<file path="src/logic/caif_pkg.sv">
`default_nettype none
package caif_pkg;

  localparam int PC_W = 22;

  // status flag bit positions
  localparam int FLG_C = 0;
  localparam int FLG_Z = 1;
  localparam int FLG_N = 2;
  localparam int FLG_V = 3;
  localparam int FLG_S = 4;
  localparam int FLG_H = 5;

  localparam logic [5:0] FLAGS_RESET = 6'h00;
  localparam logic [5:0] M_ALL       = 6'h3f;
  localparam logic [5:0] M_ZCNVS     = 6'h1f;
  localparam logic [5:0] M_ZNVS      = 6'h1e;
  localparam logic [5:0] M_ZC        = 6'h03;
  localparam logic [5:0] M_NONE      = 6'h00;

  // cycles per operation
  localparam logic [1:0] CYC_ONE      = 2'h1;
  localparam logic [1:0] CYC_TWO      = 2'h2;
  localparam logic [1:0] CYC_CALL_IND = 2'h2;

  typedef enum logic [4:0] {
    OP_ADD           = 5'h00, OP_ADD_CARRY  = 5'h01, OP_ADD_IMM_WORD = 5'h02,
    OP_SUB           = 5'h03, OP_SUB_IMM    = 5'h04, OP_SUB_CARRY    = 5'h05,
    OP_SUB_IMM_BORROW = 5'h06, OP_SUB_IMM_WORD = 5'h07, OP_AND       = 5'h08,
    OP_AND_IMM       = 5'h09, OP_OR         = 5'h0a, OP_OR_IMM       = 5'h0b,
    OP_XOR           = 5'h0c, OP_ONES_COMP  = 5'h0d, OP_TWOS_COMP    = 5'h0e,
    OP_SET_BITS      = 5'h0f, OP_CLEAR_BITS = 5'h10, OP_INCR         = 5'h11,
    OP_DECR          = 5'h12, OP_TEST_ZM    = 5'h13, OP_CLEAR_REG    = 5'h14,
    OP_SET_REG       = 5'h15, OP_MUL_UU     = 5'h16, OP_MUL_SS       = 5'h17,
    OP_MUL_SU        = 5'h18, OP_FMUL_UU    = 5'h19, OP_FMUL_SS      = 5'h1a,
    OP_FMUL_SU       = 5'h1b, OP_JUMP_IND   = 5'h1c, OP_CALL_IND     = 5'h1d
  } caif_op_e;

  typedef enum logic [1:0] {
    ST_IDLE   = 2'b01,
    ST_SECOND = 2'b10
  } caif_state_e;

  typedef struct packed {
    caif_op_e    op;
    logic [7:0]  rd;
    logic [7:0]  rdHigh;
    logic [7:0]  rr;
    logic [7:0]  imm;
    logic [15:0] zPtr;
  } caif_req_s;

  typedef struct packed {
    logic        wrEn;
    logic        wrWide;
    logic        toR1R0;
    logic [15:0] data;
  } caif_result_s;

endpackage
`default_nettype wire

</file>
<file path="src/logic/caif_mult.sv">
`timescale 1ns/1ns
`default_nettype none
module caif_mult (
  input  wire logic        core_clk,
  input  wire logic        reset,
  input  wire logic        load,
  input  wire logic [7:0]  opA,
  input  wire logic [7:0]  opB,
  input  wire logic        signA,
  input  wire logic        signB,
  output var  logic [15:0] product
);
  // sign-extend signed operands and zero-extend unsigned ones to 9 bits so one signed multiplier covers all mixes
  wire logic signed [8:0]  extA = {signA & opA[7], opA};
  wire logic signed [8:0]  extB = {signB & opB[7], opB};
  wire logic signed [17:0] full = extA * extB;

  always_ff @(posedge core_clk or posedge reset) begin
    if (reset) begin
      product <= 16'h0000;
    end else if (load) begin
      product <= full[15:0];
    end
  end
endmodule
`default_nettype wire

</file>
<file path="src/logic/caif_alu.sv">
`timescale 1ns/1ns
`default_nettype none
// What this block does
// - Adding an immediate to a register pair writes the 16-bit sum, updates Z C N V S, takes two cycles.
// - Subtracting an immediate from a pair writes the difference, updates Z C N V S not H, two cycles.
// - Subtract immediate with borrow stores rd minus constant minus carry, all six flags, one cycle.
// - AND with immediate stores the conjunction, updates only Z N V S, one cycle.
// - OR with immediate stores the disjunction, updates only Z N V S, one cycle.
// - Test for zero or minus leaves the register unchanged and updates Z N V S in one cycle.
// - Set bits ORs the register with the mask, stores it, updates Z N V S, one cycle.
// - Clear bits ANDs the register with the inverted mask, stores it, updates Z N V S, one cycle.
// - Signed by unsigned multiply puts the 16-bit product in r1:r0, updates Z and C, two cycles.
// - Fractional signed by unsigned multiply stores the product shifted left once, Z and C, two cycles.
// - Indirect jump loads pc 15..0 from Z, clears pc 21..16, keeps flags, two cycles.
// - Indirect call loads low pc bits from Z, zeroes the upper bits, keeps flags, two cycles here.
module caif_alu (
  input  wire logic                  core_clk,
  input  wire logic                  reset,
  input  wire logic                  reqValid,
  input  wire caif_pkg::caif_req_s   req,
  output var  logic                  reqReady,
  output var  logic                  done,
  output var  caif_pkg::caif_result_s result,
  output var  logic [5:0]            flags,
  output var  logic                  pcLoad,
  output var  logic [21:0]           pcValue
);
  import caif_pkg::*;

  function automatic logic [10:0] add8(input logic [7:0] a, input logic [7:0] b,
                                       input logic ci);
    logic [7:0] r;
    r = a + b + {7'h00, ci};
    add8 = {(a[3] & b[3]) | (b[3] & ~r[3]) | (~r[3] & a[3]),
            (a[7] & b[7] & ~r[7]) | (~a[7] & ~b[7] & r[7]),
            (a[7] & b[7]) | (b[7] & ~r[7]) | (~r[7] & a[7]), r};
  endfunction

  function automatic logic [10:0] sub8(input logic [7:0] a, input logic [7:0] b,
                                       input logic ci);
    logic [7:0] r;
    r = a - b - {7'h00, ci};
    sub8 = {(~a[3] & b[3]) | (b[3] & r[3]) | (r[3] & ~a[3]),
            (a[7] & ~b[7] & ~r[7]) | (~a[7] & b[7] & r[7]),
            (~a[7] & b[7]) | (b[7] & r[7]) | (r[7] & ~a[7]), r};
  endfunction

  // h, v, c, result packed as add8/sub8 return them
  function automatic logic [5:0] arithFl(input logic [10:0] t);
    logic [5:0] f;
    f = 6'h00;
    f[FLG_H] = t[10];
    f[FLG_V] = t[9];
    f[FLG_C] = t[8];
    f[FLG_N] = t[7];
    f[FLG_Z] = (t[7:0] == 8'h00);
    f[FLG_S] = t[7] ^ t[9];
    arithFl = f;
  endfunction

  function automatic logic [1:0] opCycles(input caif_op_e op);
    unique case (op)
      OP_ADD_IMM_WORD, OP_SUB_IMM_WORD, OP_MUL_UU, OP_MUL_SS, OP_MUL_SU,
      OP_FMUL_UU, OP_FMUL_SS, OP_FMUL_SU, OP_JUMP_IND: opCycles = CYC_TWO;
      OP_CALL_IND: opCycles = CYC_CALL_IND;
      default:     opCycles = CYC_ONE;
    endcase
  endfunction

  caif_state_e  state;
  caif_state_e  next_state;
  caif_req_s    held;
  logic [15:0]  product;
  logic [5:0]   calcFl;
  logic [5:0]   affect;
  caif_result_s next_result;

  wire logic      accept   = reqValid && reqReady;
  wire logic      twoCyc   = opCycles(req.op) != CYC_ONE;
  wire logic      inSecond = (state == ST_SECOND);
  wire logic      finish   = (accept && !twoCyc) || inSecond;
  wire caif_req_s cur      = inSecond ? held : req;
  wire logic      carryIn  = flags[FLG_C];
  wire logic [15:0] pairVal = {cur.rdHigh, cur.rd};
  wire logic [15:0] pairSum = pairVal + {8'h00, cur.imm};
  wire logic [15:0] pairDif = pairVal - {8'h00, cur.imm};
  wire logic      signA = (req.op == OP_MUL_SS) || (req.op == OP_MUL_SU) ||
                          (req.op == OP_FMUL_SS) || (req.op == OP_FMUL_SU);
  wire logic      signB = (req.op == OP_MUL_SS) || (req.op == OP_FMUL_SS);
  wire logic      fracOp = (cur.op == OP_FMUL_UU) || (cur.op == OP_FMUL_SS) ||
                           (cur.op == OP_FMUL_SU);
  wire logic [15:0] mulRes = fracOp ? {product[14:0], 1'b0} : product;
  wire logic      pcOp = (cur.op == OP_JUMP_IND) || (cur.op == OP_CALL_IND);
  wire logic [5:0] next_flags = (flags & ~affect) | (calcFl & affect);

  assign reqReady   = (state == ST_IDLE);
  assign next_state = (accept && twoCyc) ? ST_SECOND : ST_IDLE;

  caif_mult u_mult (
    .core_clk (core_clk),
    .reset    (reset),
    .load     (accept),
    .opA      (req.rd),
    .opB      (req.rr),
    .signA    (signA),
    .signB    (signB),
    .product  (product)
  );

  always_comb begin
    logic [10:0] t;
    logic [15:0] w;
    t = 11'h000;
    w = 16'h0000;
    next_result = '{wrEn: 1'b1, wrWide: 1'b0, toR1R0: 1'b0, data: 16'h0000};
    affect = M_ZNVS;
    calcFl = 6'h00;
    unique case (cur.op)
      OP_ADD:            t = add8(cur.rd, cur.rr, 1'b0);
      OP_ADD_CARRY:      t = add8(cur.rd, cur.rr, carryIn);
      OP_SUB:            t = sub8(cur.rd, cur.rr, 1'b0);
      OP_SUB_IMM:        t = sub8(cur.rd, cur.imm, 1'b0);
      OP_SUB_CARRY:      t = sub8(cur.rd, cur.rr, carryIn);
      OP_SUB_IMM_BORROW: t = sub8(cur.rd, cur.imm, carryIn);
      OP_TWOS_COMP:      t = sub8(8'h00, cur.rd, 1'b0);
      OP_AND:            t = {3'h0, cur.rd & cur.rr};
      OP_AND_IMM:        t = {3'h0, cur.rd & cur.imm};
      OP_OR:             t = {3'h0, cur.rd | cur.rr};
      OP_OR_IMM:         t = {3'h0, cur.rd | cur.imm};
      OP_XOR:            t = {3'h0, cur.rd ^ cur.rr};
      OP_SET_BITS:       t = {3'h0, cur.rd | cur.imm};
      OP_CLEAR_BITS:     t = {3'h0, cur.rd & ~cur.imm};
      OP_TEST_ZM:        t = {3'h0, cur.rd & cur.rd};
      OP_ONES_COMP:      t = {3'h1, 8'hff - cur.rd};
      OP_INCR:           t = {1'b0, cur.rd == 8'h7f, 1'b0, cur.rd + 8'h01};
      OP_DECR:           t = {1'b0, cur.rd == 8'h80, 1'b0, cur.rd - 8'h01};
      OP_CLEAR_REG:      t = {3'h0, cur.rd ^ cur.rd};
      OP_SET_REG:        t = {3'h0, 8'hff};
      OP_ADD_IMM_WORD:   w = pairSum;
      OP_SUB_IMM_WORD:   w = pairDif;
      OP_MUL_UU, OP_MUL_SS, OP_MUL_SU, OP_FMUL_UU, OP_FMUL_SS, OP_FMUL_SU:
                         w = mulRes;
      OP_JUMP_IND, OP_CALL_IND: w = 16'h0000;
      // released operand lines can carry unused codes
      default:           t = 11'h000;
    endcase
    calcFl = arithFl(t);
    next_result.data = {8'h00, t[7:0]};
    unique case (cur.op)
      OP_ADD, OP_ADD_CARRY, OP_SUB, OP_SUB_IMM, OP_TWOS_COMP:
        affect = M_ALL;
      OP_SUB_CARRY, OP_SUB_IMM_BORROW: begin
        affect = M_ALL;
        // a borrow chain only stays zero if every byte was zero
        calcFl[FLG_Z] = (t[7:0] == 8'h00) && flags[FLG_Z];
      end
      OP_ONES_COMP:      affect = M_ZCNVS;
      OP_TEST_ZM:        next_result.wrEn = 1'b0;
      OP_SET_REG:        affect = M_NONE;
      OP_ADD_IMM_WORD, OP_SUB_IMM_WORD: begin
        affect = M_ZCNVS;
        next_result.wrWide = 1'b1;
        next_result.data = w;
        calcFl[FLG_Z] = (w == 16'h0000);
        calcFl[FLG_N] = w[15];
        if (cur.op == OP_ADD_IMM_WORD) begin
          calcFl[FLG_V] = ~pairVal[15] & w[15];
          calcFl[FLG_C] = ~w[15] & pairVal[15];
        end else begin
          calcFl[FLG_V] = pairVal[15] & ~w[15];
          calcFl[FLG_C] = w[15] & ~pairVal[15];
        end
        calcFl[FLG_S] = calcFl[FLG_N] ^ calcFl[FLG_V];
      end
      OP_MUL_UU, OP_MUL_SS, OP_MUL_SU, OP_FMUL_UU, OP_FMUL_SS, OP_FMUL_SU: begin
        affect = M_ZC;
        next_result.toR1R0 = 1'b1;
        next_result.wrWide = 1'b1;
        next_result.data = w;
        calcFl[FLG_Z] = (w == 16'h0000);
        calcFl[FLG_C] = product[15];
      end
      OP_JUMP_IND, OP_CALL_IND: begin
        affect = M_NONE;
        next_result.wrEn = 1'b0;
      end
      default: affect = M_ZNVS;
    endcase
  end

  always_ff @(posedge core_clk or posedge reset) begin
    if (reset) begin
      state <= ST_IDLE;
      held  <= '0;
    end else begin
      state <= next_state;
      if (accept) begin
        held <= req;
      end
    end
  end

  always_ff @(posedge core_clk or posedge reset) begin
    if (reset) begin
      done    <= 1'b0;
      result  <= '0;
      flags   <= FLAGS_RESET;
      pcLoad  <= 1'b0;
      pcValue <= 22'h000000;
    end else begin
      done   <= finish;
      pcLoad <= finish && pcOp;
      if (finish) begin
        result <= next_result;
        flags  <= next_flags;
      end
      if (finish && pcOp) begin
        pcValue <= {6'h00, cur.zPtr};
      end
    end
  end

  // checks
  wire logic [15:0] chkWord = {req.rdHigh, req.rd} + {8'h00, req.imm};
  wire logic [15:0] chkSu = 16'($signed({req.rd[7], req.rd}) * $signed({1'b0, req.rr}));
  wire logic [7:0]  chkSbc = req.rd - req.imm - {7'h00, flags[FLG_C]};
endmodule
`default_nettype wire

</file>
<file path="config.mk">
export PLATFORM = sky130hd
export DESIGN_NAME = caif_alu
export DESIGN_NICKNAME = d
export VERILOG_FILES = /design/src/logic/caif_pkg.sv /design/src/logic/caif_mult.sv /design/src/logic/caif_alu.sv
export SDC_FILE = /design/constraint.sdc
export NUM_CORES = 1
export LEC_CHECK = 0
export BUFFER_PORTS_ARGS = -buffer_cell sky130_fd_sc_hd__buf_2
export CORE_MARGIN = 2
export CORE_UTILIZATION = 30
export CTS_CLUSTER_SIZE = 16
export DETAILED_ROUTE_END_ITERATION = 6
export HOLD_SLACK_MARGIN = 0.05
export PLACE_DENSITY = 0.44
export SETUP_SLACK_MARGIN = 0.05
export SLEW_MARGIN = 15
export SYNTH_ARGS = -nofsm -noshare
export SYNTH_HDL_FRONTEND = slang
export SYNTH_SLANG_ARGS = --single-unit
</file>
<file path="constraint.sdc">
create_clock -name core_clk -period 6.6 [get_ports core_clk]
set_input_delay 1.32 -clock core_clk [delete_from_list [all_inputs] [get_ports core_clk]]
set_output_delay 1.32 -clock core_clk [all_outputs]
set_load 0.01 [all_outputs]
</file>
After elaboration in Yosys (flattened, before gate mapping)
Memory sizes are Yosys's and may differ from the RTL's.
Cells that the tools add are included.

storage, ports and cells
  bits of input ports = 56
  bits in read-only memories = 64
  flip-flop bits (word level) = 114
  logic and storage cells = 224
  output and inout bits = 50
  memories = 1

cells by class
  reductions and logical operators = 26
  $add $sub $neg = 12
  equal/unequal tests = 38
  muxes and demuxes = 16
  multiply operators = 1
  bitwise gates (word level) = 114

memory list
  name             words  width  rd ports  clocked after Yosys merged registers in  write ports  RTL line        source
  (no name shown)  32     2      1         0                                        0            caif_alu.sv:62  unique case (op)

operators by type and width
  kind                  count
  $pmux W11 S19         1
  $eq A5 B5 Y1 const B  18
  $mux W53              1
  $and A1 B1 Y1         51
  $pmux W16 S3          1
  $eq A5 B4 Y1 const B  8
  $or A1 B1 Y1          34
  $and A8 B8 Y8         4
  $mux W16              2
  $pmux W6 S4           1
  $eq A5 B3 Y1 const B  4
  $add A16 B8 Y16       1
  $logic_not A16 Y1     1
  $mul A9 B9 Y16        1
  $or A8 B8 Y8          2
  $sub A16 B8 Y16       1
  $sub A8 B1 Y8         2
  $sub A8 B8 Y8         2
  $xor A8 B8 Y8         2
  $not A1 Y1            14
  $and A6 B6 Y6         2
  $eq A5 B2 Y1 const B  2
  $reduce_or A3 Y1      3
  $add A8 B1 Y8         1
  other kinds (28)      48

Depth between registers and ports, before layout
  word-level depth = 15
  gate-level depth with buffers = 26

Hierarchy
A second synthesis with hierarchy kept.

second synthesis, totals
  cells, all modules = 1668
  area, all modules = 13545.5 um^2

modules (own cells, without submodules)
  module     area an instance (um^2)  cells each  instances
  caif_alu   10239.8                  1329        1
  caif_mult  3305.7                   339         1

Least setup slack after synthesis
Ideal clock, no wire load.

  path kind = input to register
  from = input port req[51] (netlist bit)
  to = register u_mult.product[15]
  path slack = -0.196 ns
  cell stages on the path = 26
  arrival time = 6.662 ns
  buffers on the path = 1
  cells stage by stage = clkbuf_1 inv_1 or3_1 o21ai_0 nand4_1 or2_2 fa_1 fa_1 inv_1 fa_1 fa_1 inv_1 fa_1 inv_1 ha_1 inv_1 nor2_1 nor2_1 o21bai_1 a21oi_1 o21bai_1 a21oi_1 o21bai_1 a21oi_1 xnor2_1 o21ai_0

on the way
  longest elaborated chain between the ends = 6
  elaborated cells on any way between the ends = 11
  classes of those cells = mul: 1; eq/ne: 4; bitwise: 2; reduce/logical: 4

RTL lines
  what                                    RTL line                        source
  start, declared                         caif_alu.sv:20                  input wire caif_pkg::caif_req_s req,
  $eq A5 B5 Y1, on equally long branches  caif_alu.sv:87, caif_alu.sv:89
  $logic_or A1 B1 Y1 (2 in series)        caif_alu.sv:87                  wire logic signA = (req.op == OP_MUL_SS) || (req.op == OP_MUL_SU) ||
  $logic_or A1 B1 Y1                      caif_alu.sv:88                  (req.op == OP_FMUL_SS) || (req.op == OP_FMUL_SU);
  $and A1 B1 Y1                           caif_mult.sv:14                 wire logic signed [8:0] extA = {signA & opA[7], opA};
  $mul A9 B9 Y16 *                        caif_mult.sv:16                 wire logic signed [17:0] full = extA * extB;
  end signal, assigned                    caif_mult.sv:22                 product <= full[15:0];
  end, declared                           caif_mult.sv:11                 output var logic [15:0] product

Mark *: on every way between the ends. The rest lies on a longest branch, timed or not.
A chain may end at the register's enable or synchronous reset.

Worst setup path after layout
  from = input port req[48] (netlist bit)
  to = register u_mult.product[15]

Same word-level chain as after synthesis.

==> results by group <==
Run status
  – Status: completed

Power and ir drop
  – Combinational share of power: 45.5%
  – Sequential group share of total power: 28.4%
  – Leakage dissipation: 0.00676 uW
  – Worst VDD drop: 0.000126 V
  – Clk pwr share: 26.0%
  – Sw Ratio: 40.5%
  – PD cells: 239 nW/um2
  – Int Power: 2120 uW
  – Switching pwr: 1440 uW

Clock network
  – Post-CTS Hold Fix Bufs: 0
  – Worst skew pair latency: 0.43 ns
  – Post-CTS setup buffers: 0
  – CTS tree: yes
  – Inserted Clock Buffers: 17
  – CTS root buf: clkbuf_16
  – Worst-path clk slew: 0.07 ns
  – Clk sinks: 114
  – Htree depth: 4
  – CTS max path bufs: 2
  – CTS resizes: 0

Drt
  – DR vias/cell: 5.35
  – Routed WL: 46100 um
  – Final ANT Viol Nets: 0
  – WL per Instance: 21.3 um
  – DR pass1 iterations: 6
  – Total number of vias: 11600
  – DRT iter0 DRCs: 878
  – Drt drc: 0

Global route
  – Vias in the first global route: 11600
  – First-pass GRT wire length: 70400 um
  – Initial antenna violation count: 0
  – Gr usage total: 21.1%
  – Largest net degree at the start of global routing: 63
  – GRT overflow: 0

Place
  – Routability Congestion: 0.937
  – Placed cell count: 2129
  – Post-DP HPWL: 36900 um
  – Placed Area: 14300 um2
  – I/O Buffers: 99

Finish
  – Final instance area: 14900 um2
  – Layout area overhead: 15.7%
  – Utilization after layout: 35.3%
  – # fillers: 4418
  – Nets: 1822
  – Ant. Diodes: 0
  – Final Non-Filler Cells: 2161
  – Layout cells sized above 1: 20.6%

Min path
  – WHS Endpoint: result[7]
  – Hold WC Path Type: reg -> reg
  – WHS Path Cells: 1
  – Min-delay src: result[7]

Setup path
  – Crit path max-delay family: adder cells
  – Reg2Reg Depth: 19
  – Buf/Inv on CP: 5
  – R2R Path Start: state[0]
  – Crit-path max cell delay: 0.52 ns
  – Crit path max fanout: 3
  – Crit path required time: 6.90 ns
  – Setup CP Type: in -> reg
  – Worst setup EP type: register
  – Worst EP arrival: 6.37 ns
  – CP startpoint kind: primary input
  – Worst R2R Setup Slack: 0.73 ns
  – Slowest-stage cell, CP: fa_1
  – CP most frequent cell: fa_1

Timing
  – Setup TNS: 0 ns
  – Crit path time final: 6.07 ns
  – Slew headroom: 19.1%
  – Count of pins over their slew limit: 0
  – Final Hold Viols: 0
  – RSZ-0062 raised after global routing: no
  – Period utilization: 92.0%
  – Fin Clk Skew: 0.0159 ns
  – Final setup viols: 0
  – Worst hold margin: 0.496 ns
  – Tightest Pin Transition: 1.21 ns
  – Max Freq: 165 MHz

Die
  – Die H: 211 um
  – Core Area: 42200 um2
  – Die ar.: 44700 um2
  – Die extent in x: 211 um
  – Cell Rows: 75
  – Starting Density: 30.6%
  – Top Ports: 106

Yosys
  – YS warnings: 0
  – Seq cells post-synth: 114
  – Post-synthesis async set-or-reset flop share: 100%
  – Post-Syn Area: 12900 um2
  – Post-synthesis sequential area ratio: 22.1%
  – Post-synth cell types: 105
  – Mapped Cells: 1488
  – Primary FF master, synth: dfrtp_1
  – Post-synth EDFFs: 0
  – Avg Cell Area, Syn: 8.67 um2

Run
  – Max-cap viol count: 0
## sequential cells by signal (all words and copies together) (netlist names), named ones only
name	cells
held	53
state	2
pcLoad	1
done	1
pcValue	16
result	19
u_mult.product	16
## cells by family after synthesis
kind of cell               after synthesis  share of synthesized area, %
and+or+nand+nor                        492                          18.4
AOI/OAI and AO/OA                      326                          17.9
buffers and inverters                  194                          6.25
adders and majority gates              159                          19.3
muxes                                  115                          9.99
DFF                                    114                          22.1
xor gates and xnor gates                87                          6.02
other                                    1                        0.0291
## power by group through the flow
stage | combinational (uW) | clock, uW | sequential (uW)
after detailed placement | 1640 | 0 | 1030
after global placement | 1630 | 0 | 1020
after floorplan | 1080 | 0 | 1020
after CTS | 1650 | 957 | 1020
final | 1620 | 928 | 1010
after global routing | 1840 | 992 | 1040
## cell usage in the layout (no fill, tap or decap), types with 7 or more instances in the layout
master,n
a211o_1,7
a211oi_1,7
a21o_1,15
a21oi_1,63
a221oi_1,8
a22oi_1,7
a31oi_1,35
and2_1,46
buf_2,99
buf_4,77
clkbuf_16,17
dfrtp_1,113
fa_1,67
ha_1,90
inv_1,112
mux2_2,68
mux2i_1,39
nand2_1,196
nand2b_1,14
nand3_1,24
nand4_1,11
nor2_1,105
nor2b_1,13
nor3_1,22
o211ai_1,9
o21a_1,8
o21ai_0,58
o21bai_1,8
o221ai_1,8
o22ai_1,11
or3_1,11
xnor2_1,53
xor2_1,32
## synth_stat cells (46+ instances only)
library cell	n	area share, %
clkbuf_1	51	1.5
nand2_1	197	5.7
dfrtp_1	113	22
fa_1	67	10
inv_1	113	3.3
o21ai_0	59	2.3
and2_1	46	2.2
mux2_2	68	5.9
nor2_1	105	3.1
a21oi_1	65	2.5
xnor2_1	53	3.6
ha_1	90	8.7
## worst max-delay path by stage
| stage | end | start | depth (start not counted) |
|---|---|---|---|
| floorplan | u_mult.product[15] | req[51] | 26 |
| global placement | u_mult.product[15] | req[48] | 25 |
| detailed placement | u_mult.product[15] | req[48] | 25 |
| CTS | u_mult.product[15] | req[48] | 25 |
| global route | u_mult.product[15] | req[51] | 26 |
| finish | u_mult.product[15] | req[48] | 25 |
## per-layer routing
layer / routed length, um / share of wire, % / vias up / GRT usage [%]
met5: 0 / 0 / - / 0
met2: 21100 / 46 / 317 / 33.5
met3: 1980 / 4.3 / 70 / 2.97
met4: 1550 / 3.4 / 0 / 8.35
li1: - / - / 5464 / -
met1: 21400 / 47 / 5708 / 28.9
## cell type report
| class | count | area [um2] | share of cell area, % |
|---|---|---|---|
| inverter | 115 | 434 | 2.91 |
| clock buffer | 18 | 439 | 2.94 |
| multi-input combinational | 1185 | 9300 | 62.3 |
| sequential | 114 | 2850 | 19.1 |
| timing repair buffer | 176 | 1070 | 7.19 |
| tap | 539 | 674 | 4.52 |
| clock inverter | 14 | 146 | 0.981 |
## worst reg2reg max path: stages, from the launching register on
cell and delay, ns:
dfstp_2 0.68, nand2b_4 0.46, mux2i_1 0.72, nand3_1 0.45, nor4_1 0.38, buf_4 0.21, ha_1 0.22, o21ai_0 0.19
ha_1 0.33, o21ai_0 0.11, nand2b_1 0.08, a21oi_1 0.24, a211oi_1 0.10, a2bb2oi_2 0.25, o21ai_2 0.13, a21oi_1 0.22
nor3_1 0.07, buf_4 0.15, a2111o_1 0.42, o41ai_2 0.38
## per-stage QoR
step | setup WS, ns | total power, uW
finish | 0.528 | 3560
global route | 0.0802 | 3870
CTS | 0.509 | 3620
detailed placement | 0.0499 | 2670
global placement | 0.0725 | 2660
floorplan | 0.0513 | 2100
(Power assumes the default switching activity.)
